[config.mk]
export PLATFORM = sky130hd
export DESIGN_NAME = apes_top
export DESIGN_NICKNAME = d
export VERILOG_FILES = /design/src/shared/apes_pkg.sv /design/src/design/apes_pwm.sv /design/src/design/apes_dtdly.sv /design/src/design/apes_top.sv
export VERILOG_INCLUDE_DIRS = /design/src /design/src/shared
export SDC_FILE = /design/constraint.sdc
export NUM_CORES = 1
export LEC_CHECK = 0
export BUFFER_PORTS_ARGS = -buffer_cell sky130_fd_sc_hd__buf_2
export CAP_MARGIN = 10
export CORE_MARGIN = 2
export CORE_UTILIZATION = 56
export DETAILED_ROUTE_END_ITERATION = 12
export PLACE_DENSITY = 0.81
export SLEW_MARGIN = 20
export SYNTH_ARGS = -nofsm -noshare
export SYNTH_HDL_FRONTEND = slang
export SYNTH_SLANG_ARGS = --single-unit
[constraint.sdc]
create_clock -name pclk -period 2.4 [get_ports pclk]
set_input_delay 0.24 -clock pclk [delete_from_list [all_inputs] [get_ports pclk]]
set_output_delay 0.24 -clock pclk [all_outputs]
set_load 0.05 [all_outputs]
[src/shared/apes_map.svh]
// Register offsets, field positions, reset values and timing counts
`ifndef APES_MAP_SVH
`define APES_MAP_SVH
// Byte addresses on the APB bus
`define APES_PEC_OFF 12'h000
`define APES_DTC_OFF 12'h004
`define APES_TBP_OFF 12'h008
`define APES_TAL_OFF 12'h00c
`define APES_STS_OFF 12'h010
// Enable register field positions
`define APES_PDEN_BIT 7
`define APES_SDEN_BIT 6
`define APES_PDBY_BIT 5
`define APES_SDBY_BIT 4
`define APES_RSV_BIT 3
`define APES_PUEN_BIT 2
`define APES_STP_BIT 1
`define APES_STS_BIT 0
// Dead-time control fields
`define APES_DT_PRI_LSB 0
`define APES_DT_SEC_LSB 4
`define APES_DT_DESATURATION_COMPARATOR_COMP_OUT_ENABLE_BIT 8
// Reset values and enable register write mask
`define APES_PEC_RST 8'h00
`define APES_DTC_RST 9'h000
`define APES_TBP_RST 8'hff
`define APES_TAL_RST 8'h00
`define APES_PEC_MASK 8'hf7
// Dead time step and clock period in ns
`define APES_DT_STEP_NS 16
`define APES_DT_MAX_NS 256
`define APES_CLK_NS 4
`define APES_DT_STEP_CYC (`APES_DT_STEP_NS / `APES_CLK_NS)
`endif

[src/shared/apes_pkg.sv]
// Types shared by the enable and steering block
package apes_pkg;
  typedef enum logic [2:0] {
    APES_ST_OFF = 3'b001,
    APES_ST_PRI = 3'b010,
    APES_ST_SEC = 3'b100
  } apes_steer_e;
endpackage

[src/design/apes_pwm.sv]
// Open-loop steering PWM generator: period and duty from timer values
module apes_pwm
  import apes_pkg::*;
#(
  parameter int W = 8
)(
  input wire logic pclk,
  input wire logic presetn,
  input wire logic run,
  input wire logic [W-1:0] period,
  input wire logic [W-1:0] duty,
  output logic pwm
);
  logic [W-1:0] cnt_q;
  // Counter wrapping at period, held at zero while run is low
  always_ff @(posedge pclk or negedge presetn)
  begin
    if (!presetn)
      cnt_q <= '0;
    else if (!run || cnt_q >= period)
      cnt_q <= '0;
    else
      cnt_q <= cnt_q + 1'b1;
  end
  // High while count below duty
  always_ff @(posedge pclk or negedge presetn)
  begin
    if (!presetn)
      pwm <= 1'b0;
    else
      pwm <= run && (cnt_q < duty);
  end
endmodule // apes_pwm

[src/design/apes_dtdly.sv]
// Rising-edge dead-time delay with bypass for one gate driver
`include "apes_map.svh"
module apes_dtdly
  import apes_pkg::*;
#(
  parameter int CW = 8
)(
  input wire logic pclk,
  input wire logic presetn,
  input wire logic din,
  input wire logic [3:0] code,
  input wire logic bypass,
  output logic dout
);
  logic [CW-1:0] cnt_q;
  logic [CW-1:0] lim;
  // Code n gives (n+1) steps of 16 ns
  assign lim = CW'((32'(code) + 1) * `APES_DT_STEP_CYC);
  // Count cycles the input has been high
  always_ff @(posedge pclk or negedge presetn)
  begin
    if (!presetn)
      cnt_q <= '0;
    else if (!din)
      cnt_q <= '0;
    else if (cnt_q < lim)
      cnt_q <= cnt_q + 1'b1;
  end
  // Turn-on delayed, turn-off immediate
  always_comb
  begin
    dout = din && (bypass || cnt_q >= lim);
  end
endmodule // apes_dtdly

[src/design/apes_top.sv]
// Analog peripheral enable register and gate-drive steering logic
`include "apes_map.svh"
module apes_top
  import apes_pkg::*;
(
  input wire logic pclk,
  input wire logic presetn,
  input wire logic psel,
  input wire logic penable,
  input wire logic pwrite,
  input wire logic [11:0] paddr,
  input wire logic [31:0] pwdata,
  output logic [31:0] prdata,
  output logic pready,
  output logic pslverr,
  input wire logic loop_primary,
  input wire logic loop_secondary,
  input wire logic ovp_active,
  output logic primary_gate_out,
  output logic secondary_gate_out,
  output logic sense_pullup_on,
  output logic desaturation_comparator_comp_out_enable
);
  logic [7:0] pec_q;
  logic [8:0] dtc_q;
  logic [7:0] tbp_q;
  logic [7:0] tal_q;
  logic ovp_s1_q;
  logic ovp_s2_q;
  logic wr;
  logic hit;
  logic steer_run;
  logic pwm;
  logic pri_raw;
  logic sec_raw;
  logic pri_dt;
  logic sec_dt;
  apes_steer_e mode;

  // Address decode shared by read and write paths
  function automatic logic mapped(input logic [11:0] a);
    mapped = (a == `APES_PEC_OFF) || (a == `APES_DTC_OFF) ||
             (a == `APES_TBP_OFF) || (a == `APES_TAL_OFF) ||
             (a == `APES_STS_OFF);
  endfunction

  // Zero-wait slave; unmapped address answers with error
  assign pready = 1'b1;
  assign hit = mapped(paddr);
  assign pslverr = psel && penable && !hit;
  assign wr = psel && penable && pwrite && hit;

  // Enable register, bit 3 unimplemented
  always_ff @(posedge pclk or negedge presetn)
  begin
    if (!presetn)
      pec_q <= `APES_PEC_RST;
    else if (wr && paddr == `APES_PEC_OFF)
      pec_q <= pwdata[7:0] & `APES_PEC_MASK;
  end

  // Dead-time control, desaturation_comparator output enable included
  always_ff @(posedge pclk or negedge presetn)
  begin
    if (!presetn)
      dtc_q <= `APES_DTC_RST;
    else if (wr && paddr == `APES_DTC_OFF)
      dtc_q <= pwdata[8:0];
  end

  // Timer B period and timer A count low images
  always_ff @(posedge pclk or negedge presetn)
  begin
    if (!presetn)
    begin
      tbp_q <= `APES_TBP_RST;
      tal_q <= `APES_TAL_RST;
    end
    else if (wr && paddr == `APES_TBP_OFF)
      tbp_q <= pwdata[7:0];
    else if (wr && paddr == `APES_TAL_OFF)
      tal_q <= pwdata[7:0];
  end

  // Overvoltage flag synchroniser
  always_ff @(posedge pclk or negedge presetn)
  begin
    if (!presetn)
    begin
      ovp_s1_q <= 1'b0;
      ovp_s2_q <= 1'b0;
    end
    else
    begin
      ovp_s1_q <= ovp_active;
      ovp_s2_q <= ovp_s1_q;
    end
  end

  // Read mux, registered data
  always_ff @(posedge pclk or negedge presetn)
  begin
    if (!presetn)
      prdata <= '0;
    else if (psel && !penable && !pwrite)
    begin
      unique case (paddr)
        `APES_PEC_OFF: prdata <= {24'h0, pec_q};
        `APES_DTC_OFF: prdata <= {23'h0, dtc_q};
        `APES_TBP_OFF: prdata <= {24'h0, tbp_q};
        `APES_TAL_OFF: prdata <= {24'h0, tal_q};
        `APES_STS_OFF: prdata <= {24'h0, primary_gate_out,
          secondary_gate_out, ovp_s2_q, 2'h0, mode};
        default: prdata <= '0;
      endcase
    end
  end

  // Steering mode select, primary dominant
  always_comb
  begin
    if (pec_q[`APES_STP_BIT])
      mode = APES_ST_PRI;
    else if (pec_q[`APES_STS_BIT] && ovp_s2_q)
      mode = APES_ST_SEC;
    else
      mode = APES_ST_OFF;
  end

  assign steer_run = (mode != APES_ST_OFF);

  apes_pwm #(.W(8)) u_pwm (
    .pclk(pclk),
    .presetn(presetn),
    .run(steer_run),
    .period(tbp_q),
    .duty(tal_q),
    .pwm(pwm)
  );

  // Steering replaces loop drive on the chosen driver and holds the other driver low
  always_comb
  begin
    pri_raw = loop_primary;
    sec_raw = loop_secondary;
    unique case (mode)
      APES_ST_PRI:
      begin
        pri_raw = pwm;
        sec_raw = 1'b0;
      end
      APES_ST_SEC:
      begin
        pri_raw = 1'b0;
        sec_raw = pwm;
      end
      APES_ST_OFF:
      begin
        pri_raw = loop_primary;
        sec_raw = loop_secondary;
      end
    endcase
  end

  apes_dtdly u_dt_pri (
    .pclk(pclk),
    .presetn(presetn),
    .din(pri_raw),
    .code(dtc_q[`APES_DT_PRI_LSB +: 4]),
    .bypass(pec_q[`APES_PDBY_BIT]),
    .dout(pri_dt)
  );

  apes_dtdly u_dt_sec (
    .pclk(pclk),
    .presetn(presetn),
    .din(sec_raw),
    .code(dtc_q[`APES_DT_SEC_LSB +: 4]),
    .bypass(pec_q[`APES_SDBY_BIT]),
    .dout(sec_dt)
  );

  // Gate outputs registered, forced low when disabled
  always_ff @(posedge pclk or negedge presetn)
  begin
    if (!presetn)
    begin
      primary_gate_out <= 1'b0;
      secondary_gate_out <= 1'b0;
    end
    else
    begin
      primary_gate_out <= pec_q[`APES_PDEN_BIT] && pri_dt;
      secondary_gate_out <= pec_q[`APES_SDEN_BIT] && sec_dt;
    end
  end

  // Pull-up and desaturation_comparator enable follow their bits
  assign sense_pullup_on = pec_q[`APES_PUEN_BIT];
  assign desaturation_comparator_comp_out_enable = dtc_q[`APES_DT_DESATURATION_COMPARATOR_COMP_OUT_ENABLE_BIT];

  // Disabled primary never drives high
  chk_pri_disabled_low: assert property (
    @(posedge pclk) disable iff (!presetn)
    !pec_q[`APES_PDEN_BIT] |=> !primary_gate_out)
    else $error("primary output high while disabled");

  chk_sec_disabled_low: assert property (
    @(posedge pclk) disable iff (!presetn)
    !pec_q[`APES_SDEN_BIT] |=> !secondary_gate_out)
    else $error("secondary output high while disabled");

  chk_reserved_zero: assert property (
    @(posedge pclk) disable iff (!presetn)
    pec_q[`APES_RSV_BIT] == 1'b0)
    else $error("reserved bit set");

  chk_pullup_follow: assert property (
    @(posedge pclk) disable iff (!presetn)
    (wr && paddr == `APES_PEC_OFF)
      |=> sense_pullup_on == $past(pwdata[`APES_PUEN_BIT]))
    else $error("pull-up not applied");

  chk_primary_dominant: assert property (
    @(posedge pclk) disable iff (!presetn)
    pec_q[`APES_STP_BIT] |=> !secondary_gate_out || $past(mode) != APES_ST_PRI)
    else $error("secondary pulsed under primary steering");

  chk_sec_needs_ovp: assert property (
    @(posedge pclk) disable iff (!presetn)
    (mode == APES_ST_SEC) |-> ovp_s2_q && !pec_q[`APES_STP_BIT])
    else $error("secondary steering without overvoltage");

  chk_steer_pri_only: assert property (
    @(posedge pclk) disable iff (!presetn)
    (mode == APES_ST_PRI) [*2] |=> !secondary_gate_out)
    else $error("secondary active in primary steering");

  chk_bypass_immediate: assert property (
    @(posedge pclk) disable iff (!presetn)
    pec_q[`APES_PDBY_BIT] && pec_q[`APES_PDEN_BIT] && pri_raw
      |=> primary_gate_out)
    else $error("bypass did not remove dead time");

  chk_deadtime_delay: assert property (
    @(posedge pclk) disable iff (!presetn)
    !pec_q[`APES_PDBY_BIT] && $rose(pri_raw) |=> !primary_gate_out)
    else $error("primary turned on without dead time");
endmodule // apes_top

== After elaboration in Yosys (flattened, before gate mapping) ==
Index checks and enable logic that the tools add are counted.

* Register bits after elaboration: 93
* Logic and storage cells: 74

* Add/sub/neg operators: 5
* Order comparisons: 6
* Equality and inequality tests: 10
* Multiplexer cells: 10
* Bitwise operators: 1
* Reductions and logical operators: 29

{| class="wikitable"
|+ Operator list
! cell !! count
|-
| $pmux W9 S5 || 1
|-
| $mux W8 || 5
|-
| $add A8 B1 Y8 const B || 3
|-
| $eq A12 B4 Y1 const B || 2
|-
| $ge A8 B8 Y1 || 3
|-
| $lt A8 B8 Y1 || 3
|-
| $logic_and A1 B1 Y1 || 16
|-
| $eq A12 B3 Y1 const B || 1
|-
| $eq A12 B5 Y1 const B || 1
|-
| $logic_not A12 Y1 || 1
|-
| $add A4 B1 Y5 const B || 2
|-
| $logic_or A1 B1 Y1 || 7
|-
| $mux W3 || 2
|-
| $pmux W1 S3 || 2
|-
| $logic_not A1 Y1 || 4
|-
| $ne A2 B2 Y1 const B || 2
|-
| $eq A3 B1 Y1 const B || 1
|-
| $eq A3 B2 Y1 const B || 1
|-
| $eq A3 B3 Y1 const B || 1
|-
| $ne A3 B1 Y1 const B || 1
|-
| $reduce_and A2 Y1 || 1
|-
| $not A1 Y1 || 1
|}

== Logic depth before layout (Yosys ltp) ==
* Depth in word-level cells: 9
* Gate-level depth with buffers: 8
* Gate-level depth less buffers: 7

== Hierarchy ==
A second synthesis with hierarchy kept.

* Cell total of the unflattened synthesis: 394
* Area, all modules: 4265.3 sq um

{| class="wikitable"
|+ Modules (own cells, without submodules)
! module !! instances !! cells an instance !! area each (sq um) !! sequential area each (sq um)
|-
| apes_top || 1 || 176 || 2244.7 || 1136.1
|-
| apes_dtdly || 2 || 68 || 621.8 || 200.2
|-
| apes_pwm || 1 || 82 || 777.0 || 225.2
|}

== Least setup slack after synthesis ==
OpenSTA, ideal clock, no wires.

* Path kind: register to register
* Start: register dtc_q[6]
* End: register u_dt_sec.cnt_q[4]
* Library setup time: 77 ps
* Data arrival time: 2130 ps
* Required time: 2323 ps
* Setup slack: 192 ps
* Cell stages (with the launch flop): 9
* Path buffers: 1
* Cells stage by stage: dfrtp_1 -> nand3_1 -> xor2_1 -> ha_1 -> a21o_1 -> a211o_1 -> clkbuf_1 -> or4_1 -> a21oi_1

* Cells in the longest elaborated chain, start to end: 3

{| class="wikitable"
|+ RTL lines
! element !! line !! RTL
|-
| start: declaration || apes_top.sv:25 || <nowiki>logic [8:0] dtc_q;</nowiki>
|-
| start signal: assignment || apes_top.sv:66 || <nowiki>dtc_q <= `APES_DTC_RST;</nowiki>
|-
| start signal: assignment || apes_top.sv:68 || <nowiki>dtc_q <= pwdata[8:0];</nowiki>
|-
| $add A4 B1 Y5 || apes_dtdly.sv:18 || <nowiki>assign lim = CW'((32'(code) + 1) * `APES_DT_STEP_CYC);</nowiki>
|-
| $lt A8 B8 Y1 || apes_dtdly.sv:26 || <nowiki>else if (cnt_q < lim)</nowiki>
|-
| $ne A2 B2 Y1 (no source line) || n/a ||
|-
| end signal: assignment || apes_dtdly.sv:27 || <nowiki>cnt_q <= cnt_q + 1'b1;</nowiki>
|-
| end: declaration || apes_dtdly.sv:15 || <nowiki>logic [CW-1:0] cnt_q;</nowiki>
|}

No other way between the ends.
A chain may end at the register's enable or synchronous reset.

== Worst setup path after layout ==
* Start: register dtc_q[1]
* End: register u_dt_pri.cnt_q[3]

* Cells in the longest elaborated chain, start to end: 3

{| class="wikitable"
|+ RTL lines
! element !! line
|-
| $add A4 B1 Y5 || apes_dtdly.sv:18
|-
| $lt A8 B8 Y1 || apes_dtdly.sv:26
|-
| $ne A2 B2 Y1 (no source line) || n/a
|-
| end signal: assignment || apes_dtdly.sv:27
|-
| end: declaration || apes_dtdly.sv:15
|}

No other way between the ends.

==> impl_results.md <==
* Status: finished, final reports clean
* Fillers at about 590
* DR WL met2 at 4650 um
* CTS Buf Count at 9
* # IOs at 90
* Vias at 3314
* Cell Area, Synth at 0.00444 mm^2
* Synthesis-stage register bit count at 70
* Syn_area_per_cell at 10.6 um^2
* Multi-input gate area at 0.00240 mm^2
* RSZ-0062 raised after global routing: no
* Vias in the first global route at 3298
* Crit path time final at between 2 and 2.5 ns
* Post-synth EDFFs at 0
* Critical path capture point type: flip-flop
* Final setup fails at 0
* Final nets at approximately 560
* P per Cell Area at about 540 mW/mm^2
* RePlAce Congestion at 0.876
* Antenna cells at 0
* Top post-synthesis cells by area: dfrtp_1, ha_1, mux2_4
* Row count at 32
* Die ar. at 0.00865 mm^2
* Post-DR wirelength/cell at 16.6 um
* Yosys warns at 0
* Placed instance count at 560
* FFs w/ async S/R, synth at 100%
* Yosys cell types at 65
* Dpl hpwl at 7290 um
* CTS tree: done
* Endpoints failing hold at 0
* Vias per cell at 5.73
* Final Max Slew Viols at 0
* H-tree depth at 3
* CP bufs+invs at 0
* Family with the most delay on the worst path: compound AO/OA/AOI/OAI gates
* Commonest non-fill, non-tap cell in the layout: dfrtp_1
* Worst clock skew at 0.00866 ns
* Max-cap check violation count at 0
* Crit share post-route at between 90 and 100%
* Gr usage total at 24.1%
* Max Freq at 433 MHz
* Uppermost layer routed: met5
* Metal-1 WL at 4150 um
* Die span in x at 93.0 um
* # port buffers at 42
* Sequential fraction of the synthesis area at 39.7%
* Kind of start point of the critical path: flip-flop
* Hold Crit Class: input port to flip-flop
* Slew HR at 52.2%
* Core footprint at a little under 0.008 mm^2
* Met3 WL at roughly 630 um
* Initial drt markers at 189
* Clock slew seen by the registers of the worst setup and hold paths at approximately 0.080 ns
* Top cell type's share of synthesized area at 35.0%
* Clk sinks at 70
* DRC Markers at 0
* Area grow syn2layout at 11.4%
* Routed wire length at between 9000 and 10000 um
* Syn Inst Count at 419
* GRT overflow at 0
* Crit Path Class: flip-flop to flip-flop
* Post-route ant nets at 0
* Crit Path Max Fanout at 5
* Crit path required time at 2.67 ns
* Ys flop type: dfrtp_1
* Largest stage delay on the critical path at between 0.5 and 0.6 ns
* Worst-case clock buffer depth at 2
* Skew-Pair Late Insertion Delay at 0.35 ns
* Antenna violations before repair at 1
* Reg area at about 0.0018 mm^2
* Max VDD drop at 0.000403 V
* Worst path cell trace: nand3_1 -> xor2_1 -> ha_1 -> a21o_1 -> a211o_1 -> or4_1 -> a21oi_2
* Cell taking the most area after synthesis: dfrtp_1
* Critical Path AT at ~2.6 ns
* DRT Pass-1 Iters at 4
* Worst-Margin Slew at between 0.7 and 0.8 ns
* Initial Util at 57.7%
* Critical Path Slowest Stage Cell: or4_1
* Share of layout cells above drive strength 1 at 23.3%
* Final std cells w/o fill at 578
* First-pass GRT wire length at 16000 um
* Largest net degree at the start of global routing at 28
* Clk root buf: clkbuf_8
* LEAKAGE at 2.36 nW
* Setup tns final at 0 ns
* Most frequent cells in the layout: dfrtp_1, buf_2, ha_1, inv_1, conb_1
* Die Y at 93.0 um
* Pwr Total at 0.00266 W
## final timing paths
path	start	to	slack (ns)	cells after the start
max in group asynchronous	presetn	tbp_q[5]	1.17	3
hold / removal	pwdata[8]	dtc_q[8]	0.12	2
setup reg to reg	dtc_q[1]	u_dt_pri.cnt_q[3]	0.09	7
setup / recovery	dtc_q[1]	u_dt_pri.cnt_q[3]	0.09	7
min in group asynchronous	presetn	u_dt_pri.cnt_q[2]	0.43	2
hold reg to reg	ovp_s1_q	ovp_s2_q	0.36	0
## area by class of cell
cell class / instances / area share [%]
Inverter: 27 / 2.05
Clock buffer: 10 / 2.79
Tap cell: 102 / 2.58
Timing Repair Buffer: 55 / 6.33
Sequential cell: 70 / 35.7
Clock inverter: 6 / 1.90
Multi-Input combinational cell: 308 / 48.7
## through the flow
stage / util, % / area, um^2 / setup WS [ns] / hold WS, ns
floorplan: - / 4520 / 0.192 / -0.0556
global placement: 60.9 / 4680 / 0.188 / 0.267
detailed placement: 60.9 / 4680 / 0.0850 / 0.282
CTS: 64.1 / 4930 / 0.0726 / 0.0979
global route: 64.3 / 4940 / 0.00482 / 0.107
finish: 64.3 / 4940 / 0.0921 / 0.115
## per-layer routing
metal  track usage [%]  vias to the layer above
li1                  -                     1571
met1              31.4                     1615
met2              39.3                      108
met3              5.72                       18
met4              8.82                        2
met5                 0                        -
## cells in the mapped netlist (2+ instances only)
cell type	instances
nand3b_1	2
or4b_1	2
and3_1	3
o21ba_1	2
a22oi_1	2
buf_6	3
dfrtp_1	62
nor2_1	21
nand2b_1	8
nand3_1	17
nand2_1	23
a21o_1	4
a211oi_1	5
clkbuf_1	4
nand3_4	2
xnor2_1	5
o21ai_0	10
or4_4	2
buf_4	27
a31o_2	2
nor2b_1	2
buf_2	2
mux2i_1	12
a211o_1	3
o21ai_1	5
mux2_1	17
nand4b_1	3
inv_1	27
nand4_1	9
and2_1	4
or4_1	4
nor4_1	6
o21bai_1	2
nor3_1	3
a221oi_1	2
ha_1	32
a21oi_1	19
dfstp_2	8
conb_1	2
xor2_1	5
mux2_4	16
o21a_1	2
o22ai_1	3
o31ai_1	4
## power by group
| group | total, W | internal, W | leakage (nW) | switching [W] |
|---|---|---|---|---|
| combinational | 0.000340 | 0.0000876 | 1.32 | 0.000252 |
| sequential | 0.00123 | 0.00120 | 0.932 | 0.0000256 |
| clock | 0.00109 | 0.000620 | 0.113 | 0.000468 |
| total | 0.00266 | 0.00191 | 2.36 | 0.000746 |
## sequential cells by signal, summed over array words and instances (netlist names), 7 cells and up
signal,cells
u_pwm.cnt_q,8
dtc_q,9
prdata,9
tbp_q,8
u_dt_pri.cnt_q,8
u_dt_sec.cnt_q,8
pec_q,7
tal_q,8
## timing repair
item | in CTS | in global routing
setup buffers | 0 | 0
setup endpoints to repair | 0 | 5
hold buffers | 2 | 0
hold endpoints to repair | 22 | 0
resized for setup | 0 | 5
## worst register-to-register path, cell delays in order, from the launching register on
cell	delay (ns)
dfrtp_1	0.43
nand3_1	0.12
xor2_1	0.19
ha_1	0.28
a21o_1	0.18
a211o_1	0.36
or4_1	0.51
a21oi_2	0.17
## cells by family (layout without fill, tap and decap cells)
family	Yosys count	in the layout	synth area share (%)
buf+inv	63	98	8.18
fa+ha+maj	32	32	9.02
simple gates	122	122	16.9
mux	46	46	12.9
xor+xnor	10	10	1.97
flops	70	70	39.7
other cells	2	24	0.169
compound gates	74	74	11.1
Note: power is estimated with default switching activity, not from simulation.
